### config.mk
export PLATFORM = sky130hd
export DESIGN_NAME = rsec_top
export DESIGN_NICKNAME = d
export VERILOG_FILES = /design/src/design/rsec_pkg.sv /design/src/design/rsec_top.sv /design/src/design/rsec_sync.sv
export SDC_FILE = /design/constraint.sdc
export NUM_CORES = 1
export LEC_CHECK = 0
export BUFFER_PORTS_ARGS = -buffer_cell sky130_fd_sc_hd__buf_2
export CAP_MARGIN = 15
export CORE_AREA = 2 2 63 65
export CTS_CLUSTER_DIAMETER = 40
export DETAILED_ROUTE_END_ITERATION = 10
export DIE_AREA = 0 0 65 67
export MAX_ROUTING_LAYER = met4
export PLACE_DENSITY = 0.81
export SYNTH_ARGS = -nofsm -noshare
export SYNTH_HDL_FRONTEND = slang
export SYNTH_HIERARCHICAL = 1
export SYNTH_SLANG_ARGS = --single-unit
### constraint.sdc
create_clock -name clk_sys -period 2.3 [get_ports clk_sys]
set_input_delay 0 -clock clk_sys [delete_from_list [all_inputs] [get_ports clk_sys]]
set_output_delay 0 -clock clk_sys [all_outputs]
set_load 0.1 [all_outputs]
### src/design/rsec_pkg.sv
/*
 * Constants and types shared by the reset and evaluation control block.
 * Assumes a single 250 MHz processor clock and an asynchronous power-on reset.
 */
// Behaviour
// - Power-up: pull reset pin low 25-75 ms
// - External reset: drive pin low 16 cycles
// - Reset initialises processor and peripheral logic
// - Reset ends STOP or IDLE low-power states
// - Evaluation mode: fetch, halt, refresh pins input
// - Eval plus bus request: detach after cycle
// - Then address, strobes input, data reversed
// - Stretch only when disable is zero, from fall
package rsec_pkg;

    // ====================================================================
    // Timing
    // ====================================================================
    localparam int CLK_KHZ = 250_000;
    localparam int POR_MIN_MS = 25;
    localparam int POR_MAX_MS = 75;
    localparam int POR_CNT_W = 24;
    // Least time in cycles, rounded up to a whole number of milliseconds
    localparam logic [POR_CNT_W-1:0] POR_CYCLES_DEF =
        POR_CNT_W'((POR_MIN_MS * CLK_KHZ + CLK_KHZ - 1) / CLK_KHZ * CLK_KHZ);
    localparam int STRETCH_CNT_W = 5;
    localparam logic [STRETCH_CNT_W-1:0] STRETCH_CYCLES = 5'h10;

    // ====================================================================
    // Reset values of pins and flags
    // ====================================================================
    localparam logic PIN_IDLE = 1'b1;
    localparam logic PIN_LOW = 1'b0;
    localparam logic FLAG_OFF = 1'b0;
    localparam logic FLAG_ON = 1'b1;

    // ====================================================================
    // State encodings
    // ====================================================================
    typedef enum logic [1:0] {
        RSEC_PH_POR = 2'b00,
        RSEC_PH_RUN = 2'b01,
        RSEC_PH_STRETCH = 2'b10
    } rsec_phase_t;

    typedef enum logic [1:0] {
        RSEC_LP_RUN = 2'b00,
        RSEC_LP_STOP = 2'b01,
        RSEC_LP_IDLE = 2'b10
    } rsec_lp_t;

endpackage : rsec_pkg

### src/design/rsec_top.sv
/*
 * Reset pin sequencing, low-power exit and evaluation-mode bus control.
 * An outside fall of the pin is seen through two synchroniser stages,
 * so the stretch starts a few edges after the pin goes low.
 * Assumes an external pull-up on the open-drain reset wire and that the
 * processor signals the end of each machine cycle with a one-cycle pulse.
 */
`timescale 1ns/1ns
`default_nettype none

module rsec_top
    import rsec_pkg::*;
#(
    parameter logic [POR_CNT_W-1:0] POR_CYCLES = POR_CYCLES_DEF
) (
    input wire logic clk_sys,
    input wire logic rst,
    // Open-drain reset pin
    input wire logic reset_pin_in,
    output var logic reset_pin_out,
    output var logic reset_pin_oe,
    input wire logic reset_out_disable,
    output var logic sys_reset,
    // Low-power control
    input wire logic stop_req,
    input wire logic idle_req,
    output var logic [1:0] lp_mode,
    // Evaluation mode
    input wire logic evaluation_select,
    input wire logic bus_request_n,
    input wire logic machine_cycle_end,
    output var logic eval_mode,
    output var logic ctl_pins_oe,
    output var logic cpu_detached,
    output var logic bus_pins_oe,
    output var logic data_bus_reverse,
    output var logic bus_grant_oe
);

    // ====================================================================
    // State
    // ====================================================================
    typedef struct packed {
        rsec_phase_t phase;
        logic [POR_CNT_W-1:0] por_cnt;
        logic [STRETCH_CNT_W-1:0] str_cnt;
        logic pin_prev;
        logic pin_oe;
        logic sys_rst;
        rsec_lp_t lp;
        logic eval;
        logic ctl_oe;
        logic detached;
        logic data_rev;
        logic bus_oe;
        logic grant_oe;
    } rsec_state_t;

    // Power-on state: pin pulled low, core held in reset
    localparam rsec_state_t STATE_RESET = '{
        phase: RSEC_PH_POR,
        por_cnt: '0,
        str_cnt: '0,
        pin_prev: PIN_IDLE,
        pin_oe: FLAG_ON,
        sys_rst: FLAG_ON,
        lp: RSEC_LP_RUN,
        eval: FLAG_OFF,
        ctl_oe: FLAG_ON,
        detached: FLAG_OFF,
        data_rev: FLAG_OFF,
        bus_oe: FLAG_ON,
        grant_oe: FLAG_ON
    };

    rsec_state_t state_reg;
    rsec_state_t state_next;
    // Synchronised pin and its falling edge
    logic pin_sync;
    logic pin_fall;

    // ====================================================================
    // Reset pin synchroniser
    // ====================================================================
    rsec_sync #(
        .RESET_VAL(PIN_IDLE)
    ) u_pin_sync (
        .clk_sys(clk_sys),
        .rst(rst),
        .d(reset_pin_in),
        .q(pin_sync)
    );

    // Falling edge of the synchronised pin
    assign pin_fall = state_reg.pin_prev & ~pin_sync;

    // ====================================================================
    // Next-state logic
    // ====================================================================
    always_comb begin
        state_next = state_reg;
        state_next.pin_prev = pin_sync;

        // Reset pin sequencer
        case (state_reg.phase)
            RSEC_PH_POR: begin
                // Hold the pin low for the power-up interval
                if (state_reg.por_cnt == POR_CYCLES - POR_CNT_W'(1)) begin
                    state_next.phase = RSEC_PH_RUN;
                    state_next.por_cnt = '0;
                end else begin
                    state_next.por_cnt = state_reg.por_cnt + POR_CNT_W'(1);
                end
            end
            RSEC_PH_RUN: begin
                // Stretch an external reset unless stretching is disabled
                // Falls from our own drive land in POR or STRETCH and are ignored
                if (pin_fall && !reset_out_disable) begin
                    state_next.phase = RSEC_PH_STRETCH;
                    state_next.str_cnt = '0;
                end
            end
            RSEC_PH_STRETCH: begin
                // Sixteen edges with the pin held low
                if (state_reg.str_cnt == STRETCH_CYCLES - STRETCH_CNT_W'(1)) begin
                    state_next.phase = RSEC_PH_RUN;
                    state_next.str_cnt = '0;
                end else begin
                    state_next.str_cnt = state_reg.str_cnt + STRETCH_CNT_W'(1);
                end
            end
            default: begin
                // Unused code releases the pin
                state_next.phase = RSEC_PH_RUN;
            end
        endcase

        // Drive the pin low in every phase but RUN
        state_next.pin_oe = (state_next.phase != RSEC_PH_RUN);

        // Internal reset follows our drive or an external low level
        // Our own drive reads back through the synchroniser, so the
        // internal reset outlasts the pin by three edges
        state_next.sys_rst = state_next.pin_oe | ~pin_sync;

        // Low-power state: reset always returns to running
        // A request in the same cycle as a reset is dropped
        if (state_next.sys_rst) begin
            state_next.lp = RSEC_LP_RUN;
        end else begin
            case (state_reg.lp)
                RSEC_LP_RUN: begin
                    if (stop_req) begin
                        state_next.lp = RSEC_LP_STOP;
                    end else if (idle_req) begin
                        state_next.lp = RSEC_LP_IDLE;
                    end
                end
                RSEC_LP_STOP: begin
                    // Only a reset wakes the core
                    state_next.lp = RSEC_LP_STOP;
                end
                RSEC_LP_IDLE: begin
                    // Only a reset wakes the core
                    state_next.lp = RSEC_LP_IDLE;
                end
                default: begin
                    // Unused code wakes the core
                    state_next.lp = RSEC_LP_RUN;
                end
            endcase
        end

        // Evaluation mode follows the select input
        state_next.eval = evaluation_select;

        // Fetch, halt and refresh pins turn to inputs in evaluation mode
        state_next.ctl_oe = ~evaluation_select;

        // Detach from the bus once the current machine cycle finishes
        // Reset cancels a pending hand-over so the core starts on the bus
        if (!evaluation_select || bus_request_n || state_next.sys_rst) begin
            state_next.detached = FLAG_OFF;
        end else if (machine_cycle_end) begin
            state_next.detached = FLAG_ON;
        end

        // Address and strobes turn to inputs, data turns round, while detached
        state_next.bus_oe = ~state_next.detached;
        state_next.data_rev = state_next.detached;

        // Bus grant keeps driving; isolation is left to the board
        state_next.grant_oe = FLAG_ON;
    end

    // ====================================================================
    // State register
    // ====================================================================
    always_ff @(posedge clk_sys or posedge rst) begin
        if (rst) begin
            state_reg <= STATE_RESET;
        end else begin
            state_reg <= state_next;
        end
    end

    // ====================================================================
    // Outputs straight from the state register, except the fixed-low pin data
    // ====================================================================
    // Open-drain data is fixed low; only the enable moves
    assign reset_pin_out = PIN_LOW;
    assign reset_pin_oe = state_reg.pin_oe;
    assign sys_reset = state_reg.sys_rst;
    assign lp_mode = state_reg.lp;
    assign eval_mode = state_reg.eval;
    assign ctl_pins_oe = state_reg.ctl_oe;
    assign cpu_detached = state_reg.detached;
    assign bus_pins_oe = state_reg.bus_oe;
    assign data_bus_reverse = state_reg.data_rev;
    assign bus_grant_oe = state_reg.grant_oe;

endmodule : rsec_top

`default_nettype wire

### src/design/rsec_sync.sv
/*
 * Two-flop level synchroniser.
 * Assumes the input may change at any time relative to clk_sys.
 */
`timescale 1ns/1ns
`default_nettype none

module rsec_sync #(
    parameter logic RESET_VAL = 1'b1
) (
    input wire logic clk_sys,
    input wire logic rst,
    input wire logic d,
    output var logic q
);

    logic meta_reg;

    // ====================================================================
    // Synchroniser chain
    // ====================================================================
    // First stage is read only by the second
    always_ff @(posedge clk_sys or posedge rst) begin
        if (rst) begin
            meta_reg <= RESET_VAL;
            q <= RESET_VAL;
        end else begin
            meta_reg <= d;
            q <= meta_reg;
        end
    end

endmodule : rsec_sync

`default_nettype wire

Word-level counts from Yosys, hierarchy flattened

Index checks and enable logic that the tools add are counted.

Word-level logic and storage cells: 52
Bits of input ports: 9
Bits in registers: 42
Output and inout port bits: 11

Add/sub/neg operators: 2
Mux-type cells: 14
Bitwise operators: 5
Reduce and logical (&&, ||, !) cells: 9
Eq/ne operators: 9

Operators with widths:

| kind                                                                     | count |
|---|---|
| 24-bit by 1-bit adder with 24-bit output (second input constant)         | 1 |
| 24-bit by 23-bit equality test with 1-bit output (second input constant) | 1 |
| 24-bit two-way mux                                                       | 1 |
| 2-bit two-way mux                                                        | 6 |
| 2-bit case mux with 3 select lines                                       | 2 |
| 5-bit two-way mux                                                        | 2 |
| 5-bit case mux with 2 select lines                                       | 1 |
| 5-bit by 1-bit adder with 5-bit output (second input constant)           | 1 |
| 5-bit by 4-bit equality test with 1-bit output (second input constant)   | 1 |
| 2-bit by 1-bit equality test with 1-bit output (second input constant)   | 2 |
| 2-bit equality test (second input constant)                              | 2 |
| 2-bit logical NOT                                                        | 2 |
| 4-bit inequality test (second input constant)                            | 1 |
| 1-bit inverter                                                           | 3 |
| 1-bit logical NOT                                                        | 2 |
| 1-bit logical OR                                                         | 2 |
| 1-bit two-way mux                                                        | 2 |
| 2-bit by 1-bit inequality test with 1-bit output (second input constant) | 1 |
| 2-bit inequality test (second input constant)                            | 1 |
| 2-bit AND reduction                                                      | 1 |
| 2-bit nonzero test                                                       | 1 |
| 1-bit AND                                                                | 1 |
| 1-bit logical AND                                                        | 1 |
| 1-bit OR                                                                 | 1 |

Logic depth before layout (Yosys ltp)

Depth in word-level cells: 10
Gate-level depth with buffers: 6
Depth with buffers taken out: 5

Hierarchy

The synthesis kept the hierarchy.

By module, submodules not included:

| module    | instances | area each (sq um) | cells each |
|---|---|---|---|
| rsec_top  | 1         | 1966.9            | 195 |
| rsec_sync | 1         | 56.3              | 3 |

Worst setup path before layout

Ideal clock, no wire load.

Path type: register -> register
Start: reg state_reg[16] (netlist name)
End: reg state_reg[36] (netlist name)
Arrival: 1674 ps
Period minus slack after synthesis: 1752 ps
Data required time: 2223 ps
Path slack: 548 ps
Stages on the path, launching flop included: 7
Cells stage by stage: dfrtp_1 > ha_1 > nor3b_2 > nand2_1 > clkbuf_1 > or4_1 > a21oi_1

Word-level cells in the longest chain between the ends: 2
Elaborated cells on any way between the ends: 3
Classes of those cells: add/sub (1); eq/ne (1); mux (1)

Ends and longest elaborated chain:

| what                                                                                                                | RTL line                         | RTL |
|---|---|---|
| start: declaration                                                                                                  | rsec_top.sv:76                   | `rsec_state_t state_reg;` |
| start signal: assignment                                                                                            | rsec_top.sv:203                  | `state_reg <= state_next;` |
| 24-bit by 1-bit adder with 24-bit output / 24-bit by 23-bit equality test with 1-bit output (equally long branches) | rsec_top.sv:112, rsec_top.sv:108 |  |
| 24-bit two-way mux *                                                                                                | rsec_top.sv:108                  | `if (state_reg.por_cnt == POR_CYCLES - POR_CNT_W'(1)) begin` |

Mark *: on every way between the ends. The rest lies on a longest branch, timed or not.
A chain may end at the register's enable or synchronous reset.

Worst setup path in the final report

Start: reg state_reg[17] (netlist name)
End: reg state_reg[38] (netlist name)

The elaborated chain is that of the path after synthesis.

==> impl_metrics.csv <==
group,metric,value,unit
synth,yosysTopAreaCellShare,0.433,
sta,fin_crit_period,1930,ps
setup_path,path_max_fanout,11,
sta,hold_viol,0,
setup_path,timing.critical_path.arrival,2150,ps
synth,syn-mean-instance-area,10.2,um^2
sta,max_freq,0.517,GHz
synth,synthXorXnorAreaFrac,0.0563,
job,timing.max_cap.violations,0,
power,power.ir.vdd_worst,517,uV
floorplanning,initial_core_util,0.561,
clock_network,clock_tree_from_tritoncts,"built",
final_layout,synthToLayoutAreaGrowth,11.4,%
clock_network,post_cts_repair_timing_setup_buffer_count,0,
floorplanning,die_ar,0.00436,mm^2
setup_path,critical_path.endpoint_type,"flip-flop",
synth,synth_top_family_by_area,"simple AND/OR/NAND/NOR gates",
sta,fin_worst_skew,8.80,ps
setup_path,critical_path.reg2reg.startpoint,"state_reg[17]",
setup_path,critical-path-top-delay-family,"simple AND/OR/NAND/NOR gates",
global_routing,largest_net_degree_at_the_start_of_global_routing,29,
power,power.static_leakage,1.02,nW
hold_path,min-delay-start,"reset_out_disable",
clock_network,cts_sinks,42,
synth,number_of_enable_type_register_cells_in_the_synthesized_netlist,0,
synth,synth-simple-area-share,0.250,
global_routing,number_of_antenna_violations_at_the_first_check_in_global_routing,0,
route,detail_route.vias_per_cell,5.69,
synth,synth-warning-count,6,
floorplanning,ios,20,
setup_path,critPathRequiredTime,2520,ps
final_layout,final.fill_count,288,
power,netSwitchingPower,0.000558,W
clock_network,clock_tree.htree_level_count,2,
route,firstDrtPassIters,4,
sta,tns,0,ps
synth,flip_flop_and_latch_count_after_synthesis,42,
clock_network,cts_buffers,5,
final_layout,final_common_cell,"sky130_fd_sc_hd__dfrtp_1",
final_layout,seqCellArea,0.00106,mm^2
synth,synthArstFlopShare,1.00,
setup_path,timing.critical_path.cells,"ha_1 -> nor3b_2 -> nand2_1 -> or4_1 -> a21oi_1",
floorplanning,fp-row-count,22,
sta,rsz_0062_raised_after_global_routing,"false",
route,dr.first_iter.drc_count,143,
setup_path,critPathKind,"reg2reg",
final_layout,final_cell_mix,"sky130_fd_sc_hd__dfrtp_1 (35), sky130_fd_sc_hd__nand2_1 (17), sky130_fd_sc_hd__buf_2 (17)",
clock_network,clock-root-buffer,"sky130_fd_sc_hd__clkbuf_8",
placed_design,place.port_buffers,17,
power,intPower,0.00121,W
route,wire_per_inst,14.8,um
floorplanning,design.core.area,0.00361,mm^2
route,remaining_drc_errors,0,
hold_path,hold_path_class,"in2reg",
clock_network,worstSkewPairLatency,290,ps
clock_network,worst_setup_hold_path_clk_slew,80,ps
global_routing,grtUsageTotal,0.216,
synth,synthTopCellsByArea,"sky130_fd_sc_hd__dfrtp_1 (43%), sky130_fd_sc_hd__dfstp_2 (9.1%), sky130_fd_sc_hd__xor2_1 (3.5%), sky130_fd_sc_hd__nand2_1 (3.2%), sky130_fd_sc_hd__a21oi_1 (3.0%)",
synth,syn-num-nets,209,
route,vias,1520,
floorplanning,die_width,65,um
synth,syn_area,0.00202,mm^2
setup_path,crit_buf_inv,0,
final_layout,finalCoreUtilization,0.625,
final_layout,finish.net_count,229,
synth,synth.yosys.seq_area_share,0.524,
power,seq_power_share,0.545,
global_routing,grt_overflow,0,
placed_design,place_congestion,0.844,
clock_network,cts_max_path_buffers,2,
synth,synth_compound_area_frac,0.111,
synth,ys_types,44,
final_layout,largest_register_ffs,32,
synth,yosys-mux-area-fraction,0,
synth,post_synth_inst_count,198,
setup_path,cp-start-kind,"flip-flop",
power,p_clk_frac,0.274,
final_layout,antenna_cells_inserted,0,
synth,dominantRegCellSynth,"sky130_fd_sc_hd__dfrtp_1",
power,cellPowerDensity,786,mW/mm^2
setup_path,crit_path_max_incr_delay,550,ps
global_routing,grt_pass1_vias,1516,
power,p_comb_frac,0.181,
final_layout,multi_input_combinational_cell_area,876,um^2
setup_path,crit_path_top_delay_cell,"sky130_fd_sc_hd__or4_1",
synth,synth_area_leader_cell,"sky130_fd_sc_hd__dfrtp_1",
route,routed_wirelength,3960,um
power,power_switching_share,0.315,
power,overall_power_after_layout,0.00177,W
route,final_antenna_net_count,0,
global_routing,global_route_wire_length_before_repair,6910,um
placed_design,dp_hpwl,2750,um
outcome,result_of_the_run,"complete, no violations",
final_layout,final_cell_area,0.00225,mm^2
synth,synthAdderAreaFrac,0.0124,
floorplanning,die_h,67,um
setup_path,crit_start,"state_reg[17]",
final_layout,post_route_cells_drive_above_1_share,0.187,
placed_design,postPlaceCellArea,0.00212,mm^2
sta,finalMaxSlewViolations,0,
sta,tcrit_tclk_final,0.840,
sta,finalSetupViolCount,0,
through the flow:
stage               instances  worst slack (ps)  hold slack [ps]
finish                    267               367             11.8
global route              267               200             18.6
CTS                       267               371             4.85
detailed placement        255               415             40.2
global placement          255               458             33.9
floorplan                 198               548            -88.5
power groups by stage:
stage               Clock, W  Sequential (W)  Combinational (W)
finish              0.000486        0.000966           0.000320
global route        0.000526        0.000977           0.000365
CTS                 0.000496        0.000961           0.000324
detailed placement         0        0.000972           0.000315
global placement           0        0.000963           0.000299
floorplan                  0        0.000956           0.000247
worst register-to-register path: cells and delay by family, from the launching register on:
family	cells	cell delay [ps]
and+or+nand+nor	3	1100
DFF	1	410
AOI/OAI and AO/OA	1	150
adders and majority gates	1	190
synth_stat cells, types with 3 or more instances:
master and instances:
sky130_fd_sc_hd__a21oi_1 12, sky130_fd_sc_hd__and3_1 5, sky130_fd_sc_hd__and4_1 3, sky130_fd_sc_hd__buf_4 5
sky130_fd_sc_hd__clkbuf_1 3, sky130_fd_sc_hd__dfrtp_1 35, sky130_fd_sc_hd__dfstp_2 7, sky130_fd_sc_hd__inv_1 6
sky130_fd_sc_hd__nand2_1 17, sky130_fd_sc_hd__nand3_1 12, sky130_fd_sc_hd__nand4_1 5, sky130_fd_sc_hd__nor2_1 12
sky130_fd_sc_hd__nor3_1 4, sky130_fd_sc_hd__nor4b_1 3, sky130_fd_sc_hd__o21ai_0 12, sky130_fd_sc_hd__o31ai_1 5
sky130_fd_sc_hd__or3_1 4, sky130_fd_sc_hd__or4_1 4, sky130_fd_sc_hd__xnor2_1 5, sky130_fd_sc_hd__xor2_1 8
path summary, 6_finish.rpt:
kind	slack [ps]	cells after the start	endpoint
hold reg to reg	360	0	u_pin_sync/q
max in group asynchronous	1260	4	reset_pin_oe
min in group asynchronous	270	3	state_reg[33]
setup / recovery	370	5	state_reg[38]
hold / removal	10	4	state_reg[41]
setup reg to reg	370	5	state_reg[38]
layer usage:
| metal | wire (um) | global-route usage |
|---|---|---|
| met1 | 1730 | 0.252 |
| met2 | 2040 | 0.362 |
| met3 | 146 | 0.0490 |
| met4 | 45 | 0.0878 |
| met5 | 0 | - |
timing repair:
item | 4_1_cts | 5_1_grt
hold buffers | 4 | 0
hold endpoints to repair | 18 | 0
gates resized for setup | 0 | 0
area by class of cell:
cell class              instances  area share
inverters                       6     0.00999
repair buffers                 23      0.0622
well taps                      48      0.0267
flip-flops and latches         42       0.470
clock buffers                   6      0.0366
multi-input cells             140       0.389
clock inverters                 2     0.00555
kinds of logic after synthesis:
kind of cell / count (synthesis)
AO/OA/AOI/OAI: 37
other: 2
buffers and inverters: 16
flip-flops: 42
adder cells (fa/ha/maj): 2
AND/OR/NAND/NOR: 86
XOR/XNOR: 13
Note: power is estimated with default switching activity, not from simulation.
